### config.mk
export PLATFORM = sky130hd
export DESIGN_NAME = cfd_decoder
export DESIGN_NICKNAME = d
export VERILOG_FILES = /design/src/verilog/cfd_decoder.v
export VERILOG_INCLUDE_DIRS = /design/src /design/src/verilog
export SDC_FILE = /design/constraint.sdc
export NUM_CORES = 1
export LEC_CHECK = 0
export BUFFER_PORTS_ARGS = -buffer_cell sky130_fd_sc_hd__buf_2
export CAP_MARGIN = 40
export CORE_UTILIZATION = 52
export CTS_BUF_LIST = sky130_fd_sc_hd__clkbuf_4
export CTS_CLUSTER_SIZE = 30
export DETAILED_ROUTE_END_ITERATION = 16
export PLACE_DENSITY = 0.89
export SYNTH_ARGS = -nofsm -noshare
export SYNTH_HDL_FRONTEND = slang
export SYNTH_SLANG_ARGS = --single-unit
### constraint.sdc
create_clock -name aclk -period 2.9 [get_ports aclk]
set_clock_uncertainty 0.2 [all_clocks]
set_input_delay 0.29 -clock aclk [delete_from_list [all_inputs] [get_ports aclk]]
set_output_delay 0.29 -clock aclk [all_outputs]
set_load 0.1 [all_outputs]
### src/verilog/cfd_defines.vh
// constants for the compute field decoder: offsets, field positions, codes
`ifndef CFD_DEFINES_VH
`define CFD_DEFINES_VH

// register byte offsets
`define CFD_OFF_FIELD      8'h00
`define CFD_OFF_SHORT      8'h04
`define CFD_OFF_RESULT     8'h08
`define CFD_OFF_CTRL       8'h0C

// reset values
`define CFD_RST_FIELD      23'h000000
`define CFD_RST_SHORT      16'h0000
`define CFD_RST_CTRL       1'h1

// compute field positions
`define CFD_FIELD_W        23
`define CFD_MF_BIT         22
`define CFD_UNIT_HI        21
`define CFD_UNIT_LO        20
`define CFD_OP_HI          19
`define CFD_OP_LO          12
`define CFD_DUAL_HI        21
`define CFD_DUAL_LO        16
`define CFD_SHORT_W        16
`define CFD_STAG_HI        15
`define CFD_STAG_LO        12
`define CFD_SOP_HI         11
`define CFD_SOP_LO         8
`define CFD_STAG_VAL       4'hC

// unit select codes
`define CFD_UNIT_ALU       2'h0
`define CFD_UNIT_MUL       2'h1
`define CFD_UNIT_SHF       2'h2

// operation kinds
`define CFD_KIND_NOP       3'h0
`define CFD_KIND_ONE       3'h1
`define CFD_KIND_DUAL      3'h2
`define CFD_KIND_ADDSUB    3'h3
`define CFD_KIND_ACCUM     3'h4
`define CFD_KIND_SHORT     3'h5
`define CFD_KIND_MULADDSUB 3'h6

// data formats
`define CFD_FMT_FIX        2'h0
`define CFD_FMT_F40        2'h1
`define CFD_FMT_F64        2'h2

// destination kinds
`define CFD_DST_NONE       2'h0
`define CFD_DST_FIX        2'h1
`define CFD_DST_FLT        2'h2
`define CFD_DST_DBL        2'h3

// axi responses
`define CFD_RESP_OKAY      2'h0
`define CFD_RESP_DECERR    2'h3

`endif
### src/verilog/cfd_decoder.v
// compute field decoder with axi4-lite register access
//
// The placing of the registers and the AXI4-Lite interface to the registers were left to the implementer.
`timescale 1ns/10ps
`include "cfd_defines.vh"

// Overview of operation
// - accept a 23-bit compute field as a self-contained operation specifier.
// - bit 22 low means one-unit; bits 21:20 pick unit; bits 19:12 opcode.
// - bit 22 high: bits 21:16 choose multiplier plus alu parallel format.
// - multiplier accumulator transfers decode as their own operation kind.
// - alu opcode high nibble 0111 fixed dual add/sub, 1111 float dual.
// - short form tag 1100 in bits 15:12; bits 11:8 give opcode.
// - short compute uses first register as destination and source.
// - short fixed ops: add, sub, pass, compare, not, increment, decrement.
// - short opcode 0111 is signed integer multiply into first register.
// - short float ops: add, sub, convert, compare, multiply.
// - short logic ops 1100 and, 1101 or, 1110 xor.
// - alu fixed add, subtract, and carry variants.
// - alu fixed half-sum, signed compare, unsigned compare.
// - alu fixed single-operand pass, negate, carry, increment, decrement, abs.
// - alu fixed and, or, xor, complement.
// - alu fixed min, max, clip.
// - alu float add, subtract, half-sum, compare, abs of sum/difference.
// - alu float pass, negate, round, significand extract, abs.
// - alu float exponent scale, exponent extract, reciprocal and root seeds.
// - fix, float, trunc conversions and their scaled variants.
// - float copysign, min, max, clip.
// - 64-bit float ops on register pairs, including fix to fixed register.
module cfd_decoder (
  // clock and reset
  input  wire        aclk,
  input  wire        aresetn,
  // sequencer side
  input  wire        seq_valid,
  input  wire        seq_short,
  input  wire [22:0] seq_field,
  // axi4-lite write address
  input  wire        s_axi_awvalid,
  output reg         s_axi_awready,
  input  wire [7:0]  s_axi_awaddr,
  // axi4-lite write data
  input  wire        s_axi_wvalid,
  output reg         s_axi_wready,
  input  wire [31:0] s_axi_wdata,
  input  wire [3:0]  s_axi_wstrb,
  // axi4-lite write response
  output reg         s_axi_bvalid,
  input  wire        s_axi_bready,
  output reg  [1:0]  s_axi_bresp,
  // axi4-lite read
  input  wire        s_axi_arvalid,
  output reg         s_axi_arready,
  input  wire [7:0]  s_axi_araddr,
  output reg         s_axi_rvalid,
  input  wire        s_axi_rready,
  output reg  [31:0] s_axi_rdata,
  output reg  [1:0]  s_axi_rresp,
  // decoded operation to the datapath
  output reg         dec_valid,
  output reg  [2:0]  dec_kind,
  output reg  [1:0]  dec_unit,
  output reg  [1:0]  dec_fmt,
  output reg  [7:0]  dec_op,
  output reg  [1:0]  dec_dst,
  output reg         dec_two_src,
  output reg         dec_carry,
  output reg         dec_dst_is_src
);

  reg        aw_held_r;
  reg [7:0]  awaddr_r;
  reg        w_held_r;
  reg [31:0] wdata_r;
  reg [3:0]  wstrb_r;
  reg [22:0] field_r;
  reg [15:0] short_r;
  reg        seq_en_r;
  reg        pend_r;
  reg        pend_short_r;
  reg        seen_r;
  reg [22:0] src_field;
  reg        src_short;
  reg        src_go;
  reg [2:0]  kind_nxt;
  reg [1:0]  unit_nxt;
  reg [1:0]  fmt_nxt;
  reg [7:0]  op_nxt;
  reg [1:0]  dst_nxt;
  reg        two_nxt;
  reg        carry_nxt;
  reg        same_nxt;
  reg [31:0] merged;
  wire       wr_go;
  wire [7:0] op8;
  wire [5:0] dual6;
  wire [3:0] sop;

  // byte-enable merge of a register's old value with new data
  function [31:0] strb_merge;
    input [31:0] old_v;
    input [31:0] new_v;
    input [3:0]  strb;
    integer      i;
    begin
      strb_merge = old_v;
      for (i = 0; i < 4; i = i + 1) begin
        if (strb[i]) begin
          strb_merge[i*8 +: 8] = new_v[i*8 +: 8];
        end
      end
    end
  endfunction

  assign wr_go = aw_held_r && w_held_r && !s_axi_bvalid;
  assign op8   = src_field[`CFD_OP_HI:`CFD_OP_LO];
  assign dual6 = src_field[`CFD_DUAL_HI:`CFD_DUAL_LO];
  assign sop   = src_field[`CFD_SOP_HI:`CFD_SOP_LO];

  // source select: sequencer when enabled and offering a field, else a software-posted field
  always @* begin
    src_go    = 1'b0;
    src_short = 1'b0;
    src_field = field_r;
    if (seq_en_r && seq_valid) begin
      src_go    = 1'b1;
      src_short = seq_short;
      src_field = seq_field;
    end else if (pend_r) begin
      src_go    = 1'b1;
      src_short = pend_short_r;
      src_field = pend_short_r ? {7'h00, short_r} : field_r;
    end
  end

  // decode of the selected field
  always @* begin
    kind_nxt  = `CFD_KIND_NOP;
    unit_nxt  = `CFD_UNIT_ALU;
    fmt_nxt   = `CFD_FMT_FIX;
    op_nxt    = 8'h00;
    dst_nxt   = `CFD_DST_NONE;
    two_nxt   = 1'b0;
    carry_nxt = 1'b0;
    same_nxt  = 1'b0;
    if (src_short) begin
      if (src_field[`CFD_STAG_HI:`CFD_STAG_LO] == `CFD_STAG_VAL) begin
        kind_nxt = `CFD_KIND_SHORT;
        op_nxt   = {4'h0, sop};
        same_nxt = 1'b1;
        two_nxt  = 1'b1;
        dst_nxt  = `CFD_DST_FIX;
        case (sop)
          4'h0, 4'h1, 4'h3: two_nxt = 1'b1;
          4'h2, 4'h4, 4'h5, 4'h6: two_nxt = 1'b0;
          4'h7: unit_nxt = `CFD_UNIT_MUL;
          4'h8, 4'h9, 4'hB: begin
            fmt_nxt = `CFD_FMT_F40;
            dst_nxt = `CFD_DST_FLT;
          end
          4'hA: begin
            fmt_nxt = `CFD_FMT_F40;
            dst_nxt = `CFD_DST_FLT;
            two_nxt = 1'b0;
          end
          4'hF: begin
            fmt_nxt  = `CFD_FMT_F40;
            dst_nxt  = `CFD_DST_FLT;
            unit_nxt = `CFD_UNIT_MUL;
          end
          default: two_nxt = 1'b1;
        endcase
        if (sop == 4'h3 || sop == 4'hB) begin
          dst_nxt = `CFD_DST_NONE;
        end
      end
    end else if (src_field[`CFD_MF_BIT]) begin
      // multiplier and alu in parallel
      op_nxt  = {2'h0, dual6};
      two_nxt = 1'b1;
      dst_nxt = `CFD_DST_FIX;
      if (dual6[5]) begin
        kind_nxt = `CFD_KIND_MULADDSUB;
        if (dual6[4]) begin
          fmt_nxt = `CFD_FMT_F40;
          dst_nxt = `CFD_DST_FLT;
        end
      end else begin
        kind_nxt = `CFD_KIND_DUAL;
        if (dual6[4:3] == 2'h0 && dual6[1:0] == 2'h3) begin
          fmt_nxt = `CFD_FMT_F64;
          dst_nxt = `CFD_DST_DBL;
        end else if (dual6[4:3] == 2'h3) begin
          fmt_nxt = `CFD_FMT_F40;
          dst_nxt = `CFD_DST_FLT;
        end
      end
    end else begin
      unit_nxt = src_field[`CFD_UNIT_HI:`CFD_UNIT_LO];
      op_nxt   = op8;
      kind_nxt = `CFD_KIND_ONE;
      case (src_field[`CFD_UNIT_HI:`CFD_UNIT_LO])
        `CFD_UNIT_ALU: begin
          two_nxt = 1'b1;
          dst_nxt = op8[7] ? `CFD_DST_FLT : `CFD_DST_FIX;
          fmt_nxt = op8[7] ? `CFD_FMT_F40 : `CFD_FMT_FIX;
          if (op8[7:4] == 4'h7 || op8[7:4] == 4'hF) begin
            kind_nxt = `CFD_KIND_ADDSUB;
          end else begin
            case (op8)
              8'h01, 8'h02: ;
              8'h05, 8'h06: carry_nxt = 1'b1;
              8'h09: ;
              8'h0A, 8'h0B: dst_nxt = `CFD_DST_NONE;
              8'h21, 8'h22, 8'h29, 8'h2A, 8'h30: two_nxt = 1'b0;
              8'h25, 8'h26: begin
                two_nxt   = 1'b0;
                carry_nxt = 1'b1;
              end
              8'h40, 8'h41, 8'h42: ;
              8'h43: two_nxt = 1'b0;
              8'h61, 8'h62, 8'h63: ;
              8'h81, 8'h82, 8'h89, 8'h91, 8'h92: ;
              8'h8A: dst_nxt = `CFD_DST_NONE;
              8'hA1, 8'hA2, 8'hA5, 8'hB0: two_nxt = 1'b0;
              8'hAD, 8'hC1: begin
                two_nxt = 1'b0;
                dst_nxt = `CFD_DST_FIX;
              end
              8'hBD: ;
              8'hC4, 8'hC5: two_nxt = 1'b0;
              8'hC9, 8'hCD: begin
                two_nxt = 1'b0;
                dst_nxt = `CFD_DST_FIX;
              end
              8'hCA: two_nxt = 1'b0;
              8'hD9, 8'hDD: dst_nxt = `CFD_DST_FIX;
              8'hDA: ;
              8'hE0, 8'hE1, 8'hE2, 8'hE3: ;
              8'h11, 8'h12: begin
                fmt_nxt = `CFD_FMT_F64;
                dst_nxt = `CFD_DST_DBL;
              end
              8'h13: begin
                fmt_nxt = `CFD_FMT_F64;
                dst_nxt = `CFD_DST_NONE;
              end
              8'h14, 8'h15, 8'h16: begin
                fmt_nxt = `CFD_FMT_F64;
                dst_nxt = `CFD_DST_DBL;
                two_nxt = 1'b0;
              end
              8'h17: begin
                fmt_nxt = `CFD_FMT_F64;
                dst_nxt = `CFD_DST_FIX;
                two_nxt = 1'b0;
              end
              default: begin
                kind_nxt = `CFD_KIND_NOP;
                op_nxt   = 8'h00;
                dst_nxt  = `CFD_DST_NONE;
                two_nxt  = 1'b0;
                fmt_nxt  = `CFD_FMT_FIX;
              end
            endcase
          end
        end
        `CFD_UNIT_MUL: begin
          two_nxt = 1'b1;
          dst_nxt = `CFD_DST_FIX;
          if (op8 == 8'h30) begin
            fmt_nxt = `CFD_FMT_F40;
            dst_nxt = `CFD_DST_FLT;
          end else if (op8 == 8'h31 || op8 == 8'h32 || op8 == 8'h33) begin
            fmt_nxt = `CFD_FMT_F64;
            dst_nxt = `CFD_DST_DBL;
          end else if (op8[7:5] == 3'h0) begin
            kind_nxt = `CFD_KIND_ACCUM;
            two_nxt  = 1'b0;
          end
        end
        `CFD_UNIT_SHF: begin
          two_nxt = 1'b1;
          dst_nxt = `CFD_DST_FIX;
        end
        default: begin
          kind_nxt = `CFD_KIND_NOP;
          unit_nxt = `CFD_UNIT_ALU;
          op_nxt   = 8'h00;
        end
      endcase
    end
  end

  always @* begin
    merged = 32'h00000000;
    case (awaddr_r)
      `CFD_OFF_FIELD: merged = strb_merge({9'h000, field_r}, wdata_r, wstrb_r);
      `CFD_OFF_SHORT: merged = strb_merge({16'h0000, short_r}, wdata_r, wstrb_r);
      `CFD_OFF_CTRL:  merged = strb_merge({31'h0, seq_en_r}, wdata_r, wstrb_r);
      default:        merged = 32'h00000000;
    endcase
  end

  // axi write channels and software registers
  always @(posedge aclk) begin
    if (!aresetn) begin
      s_axi_awready <= 1'b0;
      s_axi_wready  <= 1'b0;
      s_axi_bvalid  <= 1'b0;
      s_axi_bresp   <= `CFD_RESP_OKAY;
      aw_held_r     <= 1'b0;
      awaddr_r      <= 8'h00;
      w_held_r      <= 1'b0;
      wdata_r       <= 32'h00000000;
      wstrb_r       <= 4'h0;
      field_r       <= `CFD_RST_FIELD;
      short_r       <= `CFD_RST_SHORT;
      seq_en_r      <= `CFD_RST_CTRL;
      pend_r        <= 1'b0;
      pend_short_r  <= 1'b0;
    end else begin
      if (s_axi_awready) begin
        s_axi_awready <= 1'b0;
        aw_held_r     <= 1'b1;
        awaddr_r      <= s_axi_awaddr;
      end else if (s_axi_awvalid && !aw_held_r && !s_axi_bvalid) begin
        s_axi_awready <= 1'b1;
      end
      if (s_axi_wready) begin
        s_axi_wready <= 1'b0;
        w_held_r     <= 1'b1;
        wdata_r      <= s_axi_wdata;
        wstrb_r      <= s_axi_wstrb;
      end else if (s_axi_wvalid && !w_held_r && !s_axi_bvalid) begin
        s_axi_wready <= 1'b1;
      end
      if (src_go && !(seq_en_r && seq_valid)) begin
        pend_r <= 1'b0;
      end
      if (wr_go) begin
        aw_held_r    <= 1'b0;
        w_held_r     <= 1'b0;
        s_axi_bvalid <= 1'b1;
        s_axi_bresp  <= `CFD_RESP_OKAY;
        case (awaddr_r)
          `CFD_OFF_FIELD: begin
            field_r      <= merged[22:0];
            pend_r       <= 1'b1;
            pend_short_r <= 1'b0;
          end
          `CFD_OFF_SHORT: begin
            short_r      <= merged[15:0];
            pend_r       <= 1'b1;
            pend_short_r <= 1'b1;
          end
          `CFD_OFF_CTRL: seq_en_r <= merged[0];
          `CFD_OFF_RESULT: ;
          default: s_axi_bresp <= `CFD_RESP_DECERR;
        endcase
      end else if (s_axi_bvalid && s_axi_bready) begin
        s_axi_bvalid <= 1'b0;
      end
    end
  end

  // axi read channel
  always @(posedge aclk) begin
    if (!aresetn) begin
      s_axi_arready <= 1'b0;
      s_axi_rvalid  <= 1'b0;
      s_axi_rdata   <= 32'h00000000;
      s_axi_rresp   <= `CFD_RESP_OKAY;
    end else if (s_axi_arready) begin
      s_axi_arready <= 1'b0;
      s_axi_rvalid  <= 1'b1;
      s_axi_rresp   <= `CFD_RESP_OKAY;
      case (s_axi_araddr)
        `CFD_OFF_FIELD:  s_axi_rdata <= {9'h000, field_r};
        `CFD_OFF_SHORT:  s_axi_rdata <= {16'h0000, short_r};
        `CFD_OFF_RESULT: s_axi_rdata <= {8'h00, seen_r, dec_kind, dec_unit, dec_fmt,
                                         dec_dst, dec_two_src, dec_carry,
                                         dec_dst_is_src, 3'h0, dec_op};
        `CFD_OFF_CTRL:   s_axi_rdata <= {31'h0, seq_en_r};
        default: begin
          s_axi_rdata <= 32'h00000000;
          s_axi_rresp <= `CFD_RESP_DECERR;
        end
      endcase
    end else if (s_axi_rvalid) begin
      if (s_axi_rready) begin
        s_axi_rvalid <= 1'b0;
      end
    end else if (s_axi_arvalid) begin
      s_axi_arready <= 1'b1;
    end
  end

  // registered decode result
  always @(posedge aclk) begin
    if (!aresetn) begin
      dec_valid      <= 1'b0;
      dec_kind       <= `CFD_KIND_NOP;
      dec_unit       <= `CFD_UNIT_ALU;
      dec_fmt        <= `CFD_FMT_FIX;
      dec_op         <= 8'h00;
      dec_dst        <= `CFD_DST_NONE;
      dec_two_src    <= 1'b0;
      dec_carry      <= 1'b0;
      dec_dst_is_src <= 1'b0;
      seen_r         <= 1'b0;
    end else begin
      dec_valid <= src_go;
      if (src_go) begin
        dec_kind       <= kind_nxt;
        dec_unit       <= unit_nxt;
        dec_fmt        <= fmt_nxt;
        dec_op         <= op_nxt;
        dec_dst        <= dst_nxt;
        dec_two_src    <= two_nxt;
        dec_carry      <= carry_nxt;
        dec_dst_is_src <= same_nxt;
        seen_r         <= 1'b1;
      end
    end
  end

endmodule

# Yosys cells after proc, flatten, opt, wreduce, memory -nomap -nowiden
# Cells that the tools add are included.
# classes
n_eq_ne	80
mux	98
bitwise	1
reduce_logical	51
# op_table
operator	count
equality test 8 bit, second input constant	25
one-hot mux 24 bit (4 select lines)	1
equality test 8 x 6 -> 1 bit, second input constant	10
2-to-1 mux 8 bit	10
2-to-1 mux 23 bit	3
equality test 8 x 4 -> 1 bit, second input constant	7
equality test 8 x 5 -> 1 bit, second input constant	7
equality test 8 x 7 -> 1 bit, second input constant	7
OR reduction 53 bit	1
2-to-1 mux 2 bit	26
one-hot mux 23 bit (2 select lines)	1
OR reduction 46 bit	1
2-to-1 mux 1 bit	39
OR reduction 37 bit	1
equality test 8 x 3 -> 1 bit, second input constant	4
OR reduction 30 bit	1
equality test 4 bit, second input constant	7
2-to-1 mux 3 bit	7
equality test 4 x 3 -> 1 bit, second input constant	5
logical NOT 8 bit	2
one-hot mux 8 bit (2 select lines)	1
OR reduction 5 bit	3
2-to-1 mux 7 bit	2
OR reduction 7 bit	2
24 further kinds	57
# totals
ff_bits	142
inputBits	84
out_inout_bits	62
elab_cells	259

# Depth between registers and ports, before layout
# Gate-level depths: netlist (run 1).
# depth
depth_word	11
mapped_depth	13
depth_no_buf	9

# Worst setup path after synthesis (run 1)
# Ideal clock, no wire load.
# synth_path
path_type	register to register
from	register seq_en_r
to	register dec_op[5]
arrival_time_ns	2.515
setup_slack_ns	0.106
path_stages_with_launch	14
n_path_buf	5
period_less_slack_ns	2.794
cell_sequence	dfxtp_1 -> buf_6 -> and2_4 -> buf_6 -> buf_2 -> buf_2 -> a22oi_1 -> inv_1 -> ha_1 -> nor2_1 -> and3_1 -> buf_2 -> nand3_1 -> o211ai_1
# synth_between
elab_chain_len	9
word_cells_on_any_way	70
classes_between	eq/ne: 57; mux: 8; reduce/logical: 5
# synth_lines
item	line	rtl
start: declaration	cfd_decoder.v:78	reg seq_en_r;
start signal: assignment	cfd_decoder.v:319	seq_en_r <= `CFD_RST_CTRL;
start signal: assignment	cfd_decoder.v:357	`CFD_OFF_CTRL: seq_en_r <= merged[0];
logical AND 1 bit *	cfd_decoder.v:125	if (seq_en_r && seq_valid) begin
2-to-1 mux 23 bit	cfd_decoder.v:125	
equality test 8 x 6 -> 1 bit (tied with other cells)	cfd_decoder.v:210	case (op8)
OR reduction 53 bit (no source line)	--	
2-to-1 mux 8 bit	cfd_decoder.v:210	
2-to-1 mux 8 bit	cfd_decoder.v:207	if (op8[7:4] == 4'h7 || op8[7:4] == 4'hF) begin
one-hot mux 8 bit (2 select lines)	cfd_decoder.v:202	case (src_field[`CFD_UNIT_HI:`CFD_UNIT_LO])
2-to-1 mux 8 bit	cfd_decoder.v:177	end else if (src_field[`CFD_MF_BIT]) begin
2-to-1 mux 8 bit	cfd_decoder.v:146	if (src_short) begin
end signal: assignment	cfd_decoder.v:418	dec_op <= op_nxt;
end: declaration	cfd_decoder.v:64	output reg [7:0] dec_op,
# Every way passes the cells marked *; elsewhere a longest branch is shown, timed or not.
# A chain may end at the register's enable or synchronous reset.

# Final worst setup path (run 1)
# Ends and elaborated chain as after synthesis.

==> results of run 1 <==
-- cells in the mapped netlist, drive strengths merged, types with 7 or more instances --
| cell type | n | share of area [%] |
|---|---|---|
| nand4 | 14 | 1.2 |
| inv | 13 | 0.64 |
| a22oi | 8 | 0.92 |
| a211oi | 8 | 0.78 |
| a31oi | 12 | 1.1 |
| o21ai | 66 | 4.3 |
| nand2 | 99 | 4.9 |
| mux2i | 91 | 12 |
| nand3 | 40 | 2.6 |
| o31ai | 8 | 0.85 |
| o211ai | 17 | 1.7 |
| nor3b | 17 | 1.7 |
| nor2 | 131 | 6.4 |
| and3 | 7 | 0.57 |
| nand2b | 11 | 0.90 |
| a21oi | 71 | 4.7 |
| clkbuf | 43 | 2.1 |
| dfxtp | 131 | 34 |
| nor3 | 14 | 1.1 |
| a31o | 8 | 0.92 |
| buf | 39 | 3.6 |
-- metrics by stage --
step | std cells | setup TNS (ps) | util [%]
2_1_floorplan | 963 | 0 | -
3_3_place_gp | 1306 | -443.0 | 64.45
3_5_place_dp | 1306 | -755.2 | 64.45
4_1_cts | 1381 | 0 | 69.31
5_1_grt | 1383 | -5.070 | 70.14
6_report | 1383 | 0 | 70.14
-- worst max-delay path, delay by kind of cell, from the launching register on --
family / cells / cell delay [ps]
fa+ha+maj: 1 / 240
simple gates: 4 / 670
flops: 1 / 420
compound gates: 2 / 450
buf+inv: 5 / 740
-- power by group through the flow --
stage | Sequential (mW) | Combinational [mW] | Clock, mW
after global placement | 1.94 | 0.803 | 0
after CTS | 1.90 | 0.863 | 1.09
after floorplan | 2.05 | 0.417 | 0
after detailed placement | 1.94 | 0.812 | 0
final | 1.91 | 0.902 | 1.11
after global routing | 1.91 | 0.945 | 1.18
-- flip-flops by register name (all words and copies together) (netlist names), 2 cells and up --
name         flops
wstrb_r          3
awaddr_r         8
s_axi_rdata     24
wdata_r         23
dec_dst          2
dec_op           8
field_r         23
short_r         16
dec_fmt          2
dec_unit         2
dec_kind         3
-- final timing paths --
path,from,to,slack (ps),depth (start not counted)
setup / recovery,seq_en_r,dec_op[5],90,12
hold / removal,s_axi_araddr[3],s_axi_rdata[23],50,3
setup reg to reg,seq_en_r,dec_op[5],90,12
hold reg to reg,s_axi_rdata[11],s_axi_rdata[11],250,2
-- area by class of cell --
type | instances | area share [%]
multi-input combinational | 737 | 47.30
sequential | 131 | 26.59
timing repair buffer | 291 | 20.96
tap | 180 | 2.278
clock buffer | 19 | 1.443
clock inverter | 12 | 0.9365
inverter | 13 | 0.4935
-- timing repair --
action / 4_1_cts / 5_1_grt
buffers inserted: 0 / 2
endpoints found under the hold margin: 52 / 0
resized for setup: 4 / 23
pin swaps: 0 / 7
hold buffers: 44 / 0
cloned: 0 / 0
endpoints found under the setup margin: 15 / 14
-- cell families after synthesis --
group | synth area share, %
flip-flops | 34.27
other | 0.04900
multiplexers | 12.66
AND/OR/NAND/NOR | 22.73
XOR/XNOR | 0.3434
AO/OA/AOI/OAI | 22.65
adder cells (fa/ha/maj) | 0.9483
buffers and inverters | 6.360
-- layer usage --
layer  vias up  wire length (um)  track usage, %
li1       3929                 -               -
met1      4120             11040           47.87
met2       552             13230           61.91
met3        91              2761           6.827
met4         0               981           16.72
met5         -                 0               0
==> metrics.yaml, run 1 <==
status:
  outcome: "complete, no violations"
sta:
  max_freq_mhz: 356.5
  period_needed_ps: 2805
  worstMarginPinSlew_ps: 639.7
  slew_viol_final: 0
  finalSetupViolCount: 0
  fin_crit_sh_pct: 96.74
  rsz0062_at_grt: "true"
  finalWorstSetupSlack_ps: 94.56
  hold_violations: 0
  worst_hold_slack_ps: 54.57
  relSlewSlack_pct: 57.30
placement:
  post-dp-hpwl_um: 19440
  place_congestion: 0.9634
  port_buffers: 119
  dp_slack_ps: -119.2
  placed_area_um2: 9085
drt:
  drc: 0
  viasPerCell: 6.285
  ant_nets: 0
  firstDrtPassIters: 6
  wl_per_cell_um: 20.25
  wirelength_um: 28010
  vias: 8692
  first_iter_violations: 1169
finish:
  regArea_um2: 2629
  antenna_cells: 0
  postLayoutCellArea_um2: 9887
  syn_to_final_growth_pct: 29.20
  drive_above_1_share_pct: 27.27
  mostFrequentLayoutCell: "nor2_1"
  multi_input_area_um2: 4677
  fin_nets: 1280
  filler_cell_count: 1075
  final_cell_mix: "nor2_1 (129), dfxtp_1 (128), buf_4 (122)"
critical_path:
  path_cells: "buf_4, and2_4, buf_12, a22oi_2, inv_1, buf_4, ha_1, nor2_2, and3_1, buf_12, nand3_1, o211ai_1"
  worst-setup-path-type: "reg -> reg"
  cpPeakStageDelay_ps: 420
  worstSetupEndpointType: "flop"
  slowest_stage: "dfxtp_4"
  worstPathArrival_ps: 3100
  cp_max_fo: 16
  required_ps: 3190
  critPathLaunchType: "flop"
logic_synthesis:
  synth-edff-count: 0
  synth-main-ff-cell: "dfxtp_1"
  syn_area_um2: 7652
  ys_ff_latch: 131
  async_flop_share_pct: 0
  synthDistinctLibCells: 87
  yosysSeqAreaShare_pct: 34.27
  synth.avg_cell_area_um2: 8.005
  syn_inst: 956
  synth_warnings: 0
flow_run:
  drv_cap: 0
power:
  netSwitchingFraction_pct: 33.71
  seq_power_share_pct: 48.7
  p_comb_share_pct: 23.0
  power_mw: 3.915
  power.switching_mw: 1.320
  pwr-share-clk_pct: 28.3
  leakage_nw: 4.019
  powerDensity_nw_per_um2: 395.9
  ir_drop_v: 0.0004346
  p_int_mw: 2.595
clock_network:
  numCtsBuffers: 17
  cts_tree: "yes"
  path_clk_slew_ps: 110
  worstSkewPairLatency_ps: 580
  clockRootBuffer: "clkbuf_4"
  clock_path_buffers: 2
  h-tree-depth: 4
  clock-sinks: 131
grt:
  grt_usage_pct: 37.60
  grt_pass1_vias: 8175
  grt_overflow: 0
  grt_antenna_before_repair: 0
  grt_max_degree: 41
  grt_pass1_wl_um: 43320
floorplanning:
  io_pins: 146
  die_h_um: 123.3
  die_w_um: 123.3
  core-area_um2: 14100
  start_util_pct: 54.29
  num_rows: 43
  design.die.area_um2: 15210
min_path:
  hold_class: "in -> reg"
(Power assumes the default switching activity.)
==> run 2: changes to the inputs <==
- CORE_UTILIZATION: 52 -> 58
- PLACE_DENSITY: 0.89 -> 0.93
- clock period: 2.9 -> 3.1 ns (I/O delays scaled with it)
==> run 2 against run 1 <==
Combinational power down 14%; non-clock buffer count down 66; first-iteration DRC count up 17%; final area down 5.5%; via count up 2.0%; routed wire length up 4.6%; worst setup slack worse by 75 ps; register-to-register slack worse by 70 ps; clock power up 21%; sequential power down 6%.
==> metrics.yaml, run 2 (synthesis gave the netlist of run 1 again) <==
power:
  ir_drop_v: 0.0004654
  leakage_nw: 3.706
  powerDensity_nw_per_um2: 418.0
min_path:
  worstHoldStart: "s_axi_araddr[3]"
  hold_class: "in -> reg"
  hold_end: "s_axi_rdata[10]"
  hold_path_depth: 2
clock_network:
  numCtsBuffers: 17
  clock_path_buffers: 2
  clock-sinks: 131
  h-tree-depth: 4
  path_clk_slew_ps: 150
  clockRootBuffer: "clkbuf_4"
  post_cts_buffers: 0
  worstSkewPairLatency_ps: 570
  cts_tree: "yes"
critical_path:
  cp_max_fo: 33
  worstSetupEndpointType: "flop"
  worstReg2RegStart: "awaddr_r[7]"
  critPathLaunchType: "flop"
  worstPathArrival_ps: 3370
  rrSetupSlack_ps: 20
  required_ps: 3390
  reg2regPathDepth: 9
  r2r-end: "field_r[4]"
  worst-setup-path-type: "reg -> reg"
finish:
  top_regs: "s_axi_rdata x24, field_r x23, wdata_r x23"
  postLayoutCellArea_um2: 9341
  mostFrequentLayoutCell: "dfxtp_1"
  drive_above_1_share_pct: 22.23
  multi_input_area_um2: 4584
  final_cell_mix: "dfxtp_1 (131), nor2_1 (130), buf_2 (119)"
  filler_cell_count: 918
  antenna_cells: 0
  largest_reg_flops: 24
  regArea_um2: 2623
  fin_nets: 1214
  regMostFlops: "s_axi_rdata"
  syn_to_final_growth_pct: 22.07
  stdcell_count: 1310
grt:
  grt_usage_pct: 44.56
  grt_overflow: 0
  grt_max_degree: 57
  grt_antenna_before_repair: 1
  grt_pass1_wl_um: 45880
  grt_pass1_vias: 8581
drt:
  wirelength_um: 29300
  viasPerCell: 6.768
  vias: 8866
  wl_per_cell_um: 22.36
  drc: 0
  first_iter_violations: 1369
  firstDrtPassIters: 6
  ant_nets: 0
placement:
  place_congestion: 0.9806
  post-dp-hpwl_um: 18800
  place_inst: 1235
  placed_area_um2: 8577
  port_buffers: 119
sta:
  finalSetupViolCount: 0
  worst_hold_slack_ps: 96.56
  slew_viol_final: 0
  fin_crit_sh_pct: 99.36
  hold_violations: 0
  period_needed_ps: 3080
  worstMarginPinSlew_ps: 967.9
  relSlewSlack_pct: 35.38
  max_freq_mhz: 324.7
floorplanning:
  die_w_um: 116.9
  core-area_um2: 12720
  design.die.area_um2: 13660
  io_pins: 146
  start_util_pct: 60.15
  die_h_um: 116.9
  num_rows: 41
flow_run:
  drv_cap: 0
status:
  outcome: "complete, no violations"
-- run 2: how the worst max path moves through the flow --
stage          depth (start not counted)    endpoint  slack (ps)        start
6_report                               9  field_r[4]          20  awaddr_r[7]
5_1_grt                               10   dec_op[6]          -7       pend_r
4_1_cts                                9   dec_op[6]          80       pend_r
3_5_place_dp                           9   dec_op[6]          40    seq_valid
3_3_place_gp                           9   dec_op[6]          90    seq_valid
2_1_floorplan                         13   dec_op[5]         310     seq_en_r
-- run 2: area by class of cell --
type | instances | area share, %
clock inverters | 15 | 2.076
repair buffers | 225 | 16.58
flip-flops and latches | 131 | 28.07
multi-input cells | 737 | 49.08
inverters | 13 | 0.5224
well taps | 172 | 2.304
clock buffers | 17 | 1.366
-- run 2: worst max-delay path, stage by stage (launching register included) --
cell and delay (ps):
dfxtp_1 360, or4_1 540, nor3_2 350, nand2_1 180, buf_4 290, nor3b_1 310
a21oi_1 120, o21ai_0 330, mux2i_1 150, nor2_1 150
-- run 2: routing by layer --
layer	wire length (um)	share of wire [%]	global-route usage, %	vias to the layer above
met5	13	0.044	0	-
met4	1985	6.8	27.68	2
met3	3460	12	11.23	222
met2	13330	46	72.27	803
met1	10500	36	53.14	4059
li1	-	-	-	3780
-- run 2: metrics by stage --
step / util [%] / power, mW / setup WS (ps) / TNS (ps)
6_report: 73.43 / 3.905 / 19.96 / 0
2_1_floorplan: - / 2.307 / 305.6 / 0
3_5_place_dp: 67.42 / 2.513 / 37.18 / 0
5_1_grt: 73.43 / 3.996 / -6.915 / -6.915
4_1_cts: 73.33 / 3.820 / 84.70 / 0
3_3_place_gp: 67.42 / 2.500 / 92.32 / 0
-- run 2: power breakdown --
part / internal [mW] / switching [mW]
combinational: 0.250 / 0.529
sequential: 1.73 / 0.0620
clock: 0.581 / 0.755
-- run 2: repair_timing --
item | 4_1_cts | 5_1_grt
gates resized for setup | 0 | 5
setup endpoints to repair | 0 | 13
hold endpoints to repair | 50 | 0
hold buffers | 43 | 0
==> run 3: changes to the inputs <==
- BUFFER_PORTS_ARGS: -buffer_cell sky130_fd_sc_hd__buf_2 -> -buffer_cell sky130_fd_sc_hd__buf_4
==> run 3 against run 2 <==
Cell count increased by 1.2%; combinational power increased by 7.9%; count of clock-buffer cells in the layout unchanged; clock power up 4%; register-to-register slack barely moved; die area did not move; utilization increased by 3.6 points; critical endpoint is now dec_op[4]; largest cell class unchanged; largest power group unchanged.
==> metrics.yaml, run 3 (synthesis gave the netlist of run 1 again) <==
finish:
  postLayoutCellArea_um2: 9793
  top_regs: "s_axi_rdata x24, field_r x23, wdata_r x23"
  largest_reg_flops: 24
  drive_above_1_share_pct: 23.22
  fin_nets: 1231
  regMostFlops: "s_axi_rdata"
  mostFrequentLayoutCell: "buf_4"
  stdcell_count: 1326
  filler_cell_count: 799
  final_cell_mix: "buf_4 (194), dfxtp_1 (131), nor2_1 (129)"
  syn_to_final_growth_pct: 27.98
  antenna_cells: 0
critical_path:
  worst-setup-path-type: "reg -> reg"
  slowest_stage: "a2111oi_1"
  cp_max_fo: 13
  required_ps: 3360
  critPathLaunchType: "flop"
  worstPathArrival_ps: 3340
  path_cells: "buf_12, and2_4, buf_4, a21oi_2, o22ai_1, o311ai_0, o2111a_2, a31oi_1, a2111oi_1, o41ai_1"
  cpPeakStageDelay_ps: 440
  worstSetupEndpointType: "flop"
drt:
  wirelength_um: 31040
  firstDrtPassIters: 7
  vias: 9208
  first_iter_violations: 1738
  drc: 0
  wl_per_cell_um: 23.41
  viasPerCell: 6.944
  ant_nets: 0
floorplanning:
  design.die.area_um2: 13660
  num_rows: 41
  start_util_pct: 60.15
  die_w_um: 116.9
  die_h_um: 116.9
  core-area_um2: 12720
  io_pins: 146
sta:
  relSlewSlack_pct: 51.93
  slew_viol_final: 0
  max_freq_mhz: 323.8
  worstMarginPinSlew_ps: 713.5
  finalSetupViolCount: 0
  period_needed_ps: 3088
  fin_crit_sh_pct: 99.61
  hold_violations: 0
  worst_hold_slack_ps: 40.21
clock_network:
  cts_tree: "yes"
  path_clk_slew_ps: 140
  h-tree-depth: 4
  worstSkewPairLatency_ps: 580
  clock_path_buffers: 2
  clockRootBuffer: "clkbuf_4"
  numCtsBuffers: 17
  clock-sinks: 131
power:
  power.switching_mw: 1.297
  powerDensity_nw_per_um2: 411.3
  seq_power_share_pct: 44.4
  pwr-share-clk_pct: 34.7
  p_int_mw: 2.731
  leakage_nw: 3.853
  ir_drop_v: 0.0004435
  netSwitchingFraction_pct: 32.21
  p_comb_share_pct: 20.9
min_path:
  hold_class: "in -> reg"
grt:
  grt_usage_pct: 44.90
  grt_pass1_vias: 8582
  grt_antenna_before_repair: 0
  grt_pass1_wl_um: 45970
  grt_overflow: 0
  grt_max_degree: 69
status:
  outcome: "complete, no violations"
placement:
  post-dp-hpwl_um: 18090
  placed_area_um2: 8980
  place_congestion: 1.025
  place_inst: 1249
  port_buffers: 119
flow_run:
  drv_cap: 0
[run 3: per-stage QoR]
stage                     worst slack [ps]  total power, mW  util, %  setup TNS, ps
after detailed placement             22.56            2.551    70.58              0
after floorplan                      305.6            2.307        -              0
final                                12.05            4.028    76.98              0
after global routing                -3.246            4.109    76.98         -3.246
after global placement               87.45            2.541    70.58              0
after CTS                            124.6            3.925    76.61              0
[run 3: power groups by stage]
stage / sequential (mW) / combinational [mW] / clock, mW
4_1_cts: 1.78 / 0.787 / 1.36
6_report: 1.79 / 0.842 / 1.40
5_1_grt: 1.79 / 0.866 / 1.45
3_3_place_gp: 1.81 / 0.730 / 0
3_5_place_dp: 1.81 / 0.737 / 0
2_1_floorplan: 1.92 / 0.390 / 0
[run 3: timing repair]
item / 4_1_cts / 5_1_grt
endpoints found under the setup margin: 0 / 21
hold buffers: 43 / 0
gates resized for setup: 0 / 8
endpoints found under the hold margin: 52 / 0
buffers inserted: 0 / 3
[run 3: final timing paths]
path | endpoint | slack (ps) | start | depth (start not counted)
max | dec_op[4] | 10 | seq_en_r | 10
min | dec_dst[0] | 40 | seq_field[19] | 4
max reg2reg | dec_op[4] | 10 | seq_en_r | 10
min reg2reg | s_axi_rdata[6] | 270 | s_axi_rdata[6] | 2
[run 3: final cells by class]
type	instances	area [um2]	share of cell area, %
inverters	13	48.80	0.4983
flip-flops and latches	131	2623	26.78
well taps	172	215.2	2.198
repair buffers	242	1978	20.20
clock buffers	17	127.6	1.303
multi-input cells	737	4592	46.89
clock inverters	14	209.0	2.134
[run 3: worst max-delay path, delay by kind of cell (launching register included)]
family | cells | cell delay, ps
flops | 1 | 390
compound gates | 7 | 1900
buf+inv | 2 | 320
simple gates | 1 | 150
[run 3: layer usage]
layer | GRT usage [%] | routed length (um)
met2 | 72.15 | 13810
met3 | 11.02 | 4191
met1 | 53.89 | 10540
met4 | 28.86 | 2497
met5 | 0 | 0
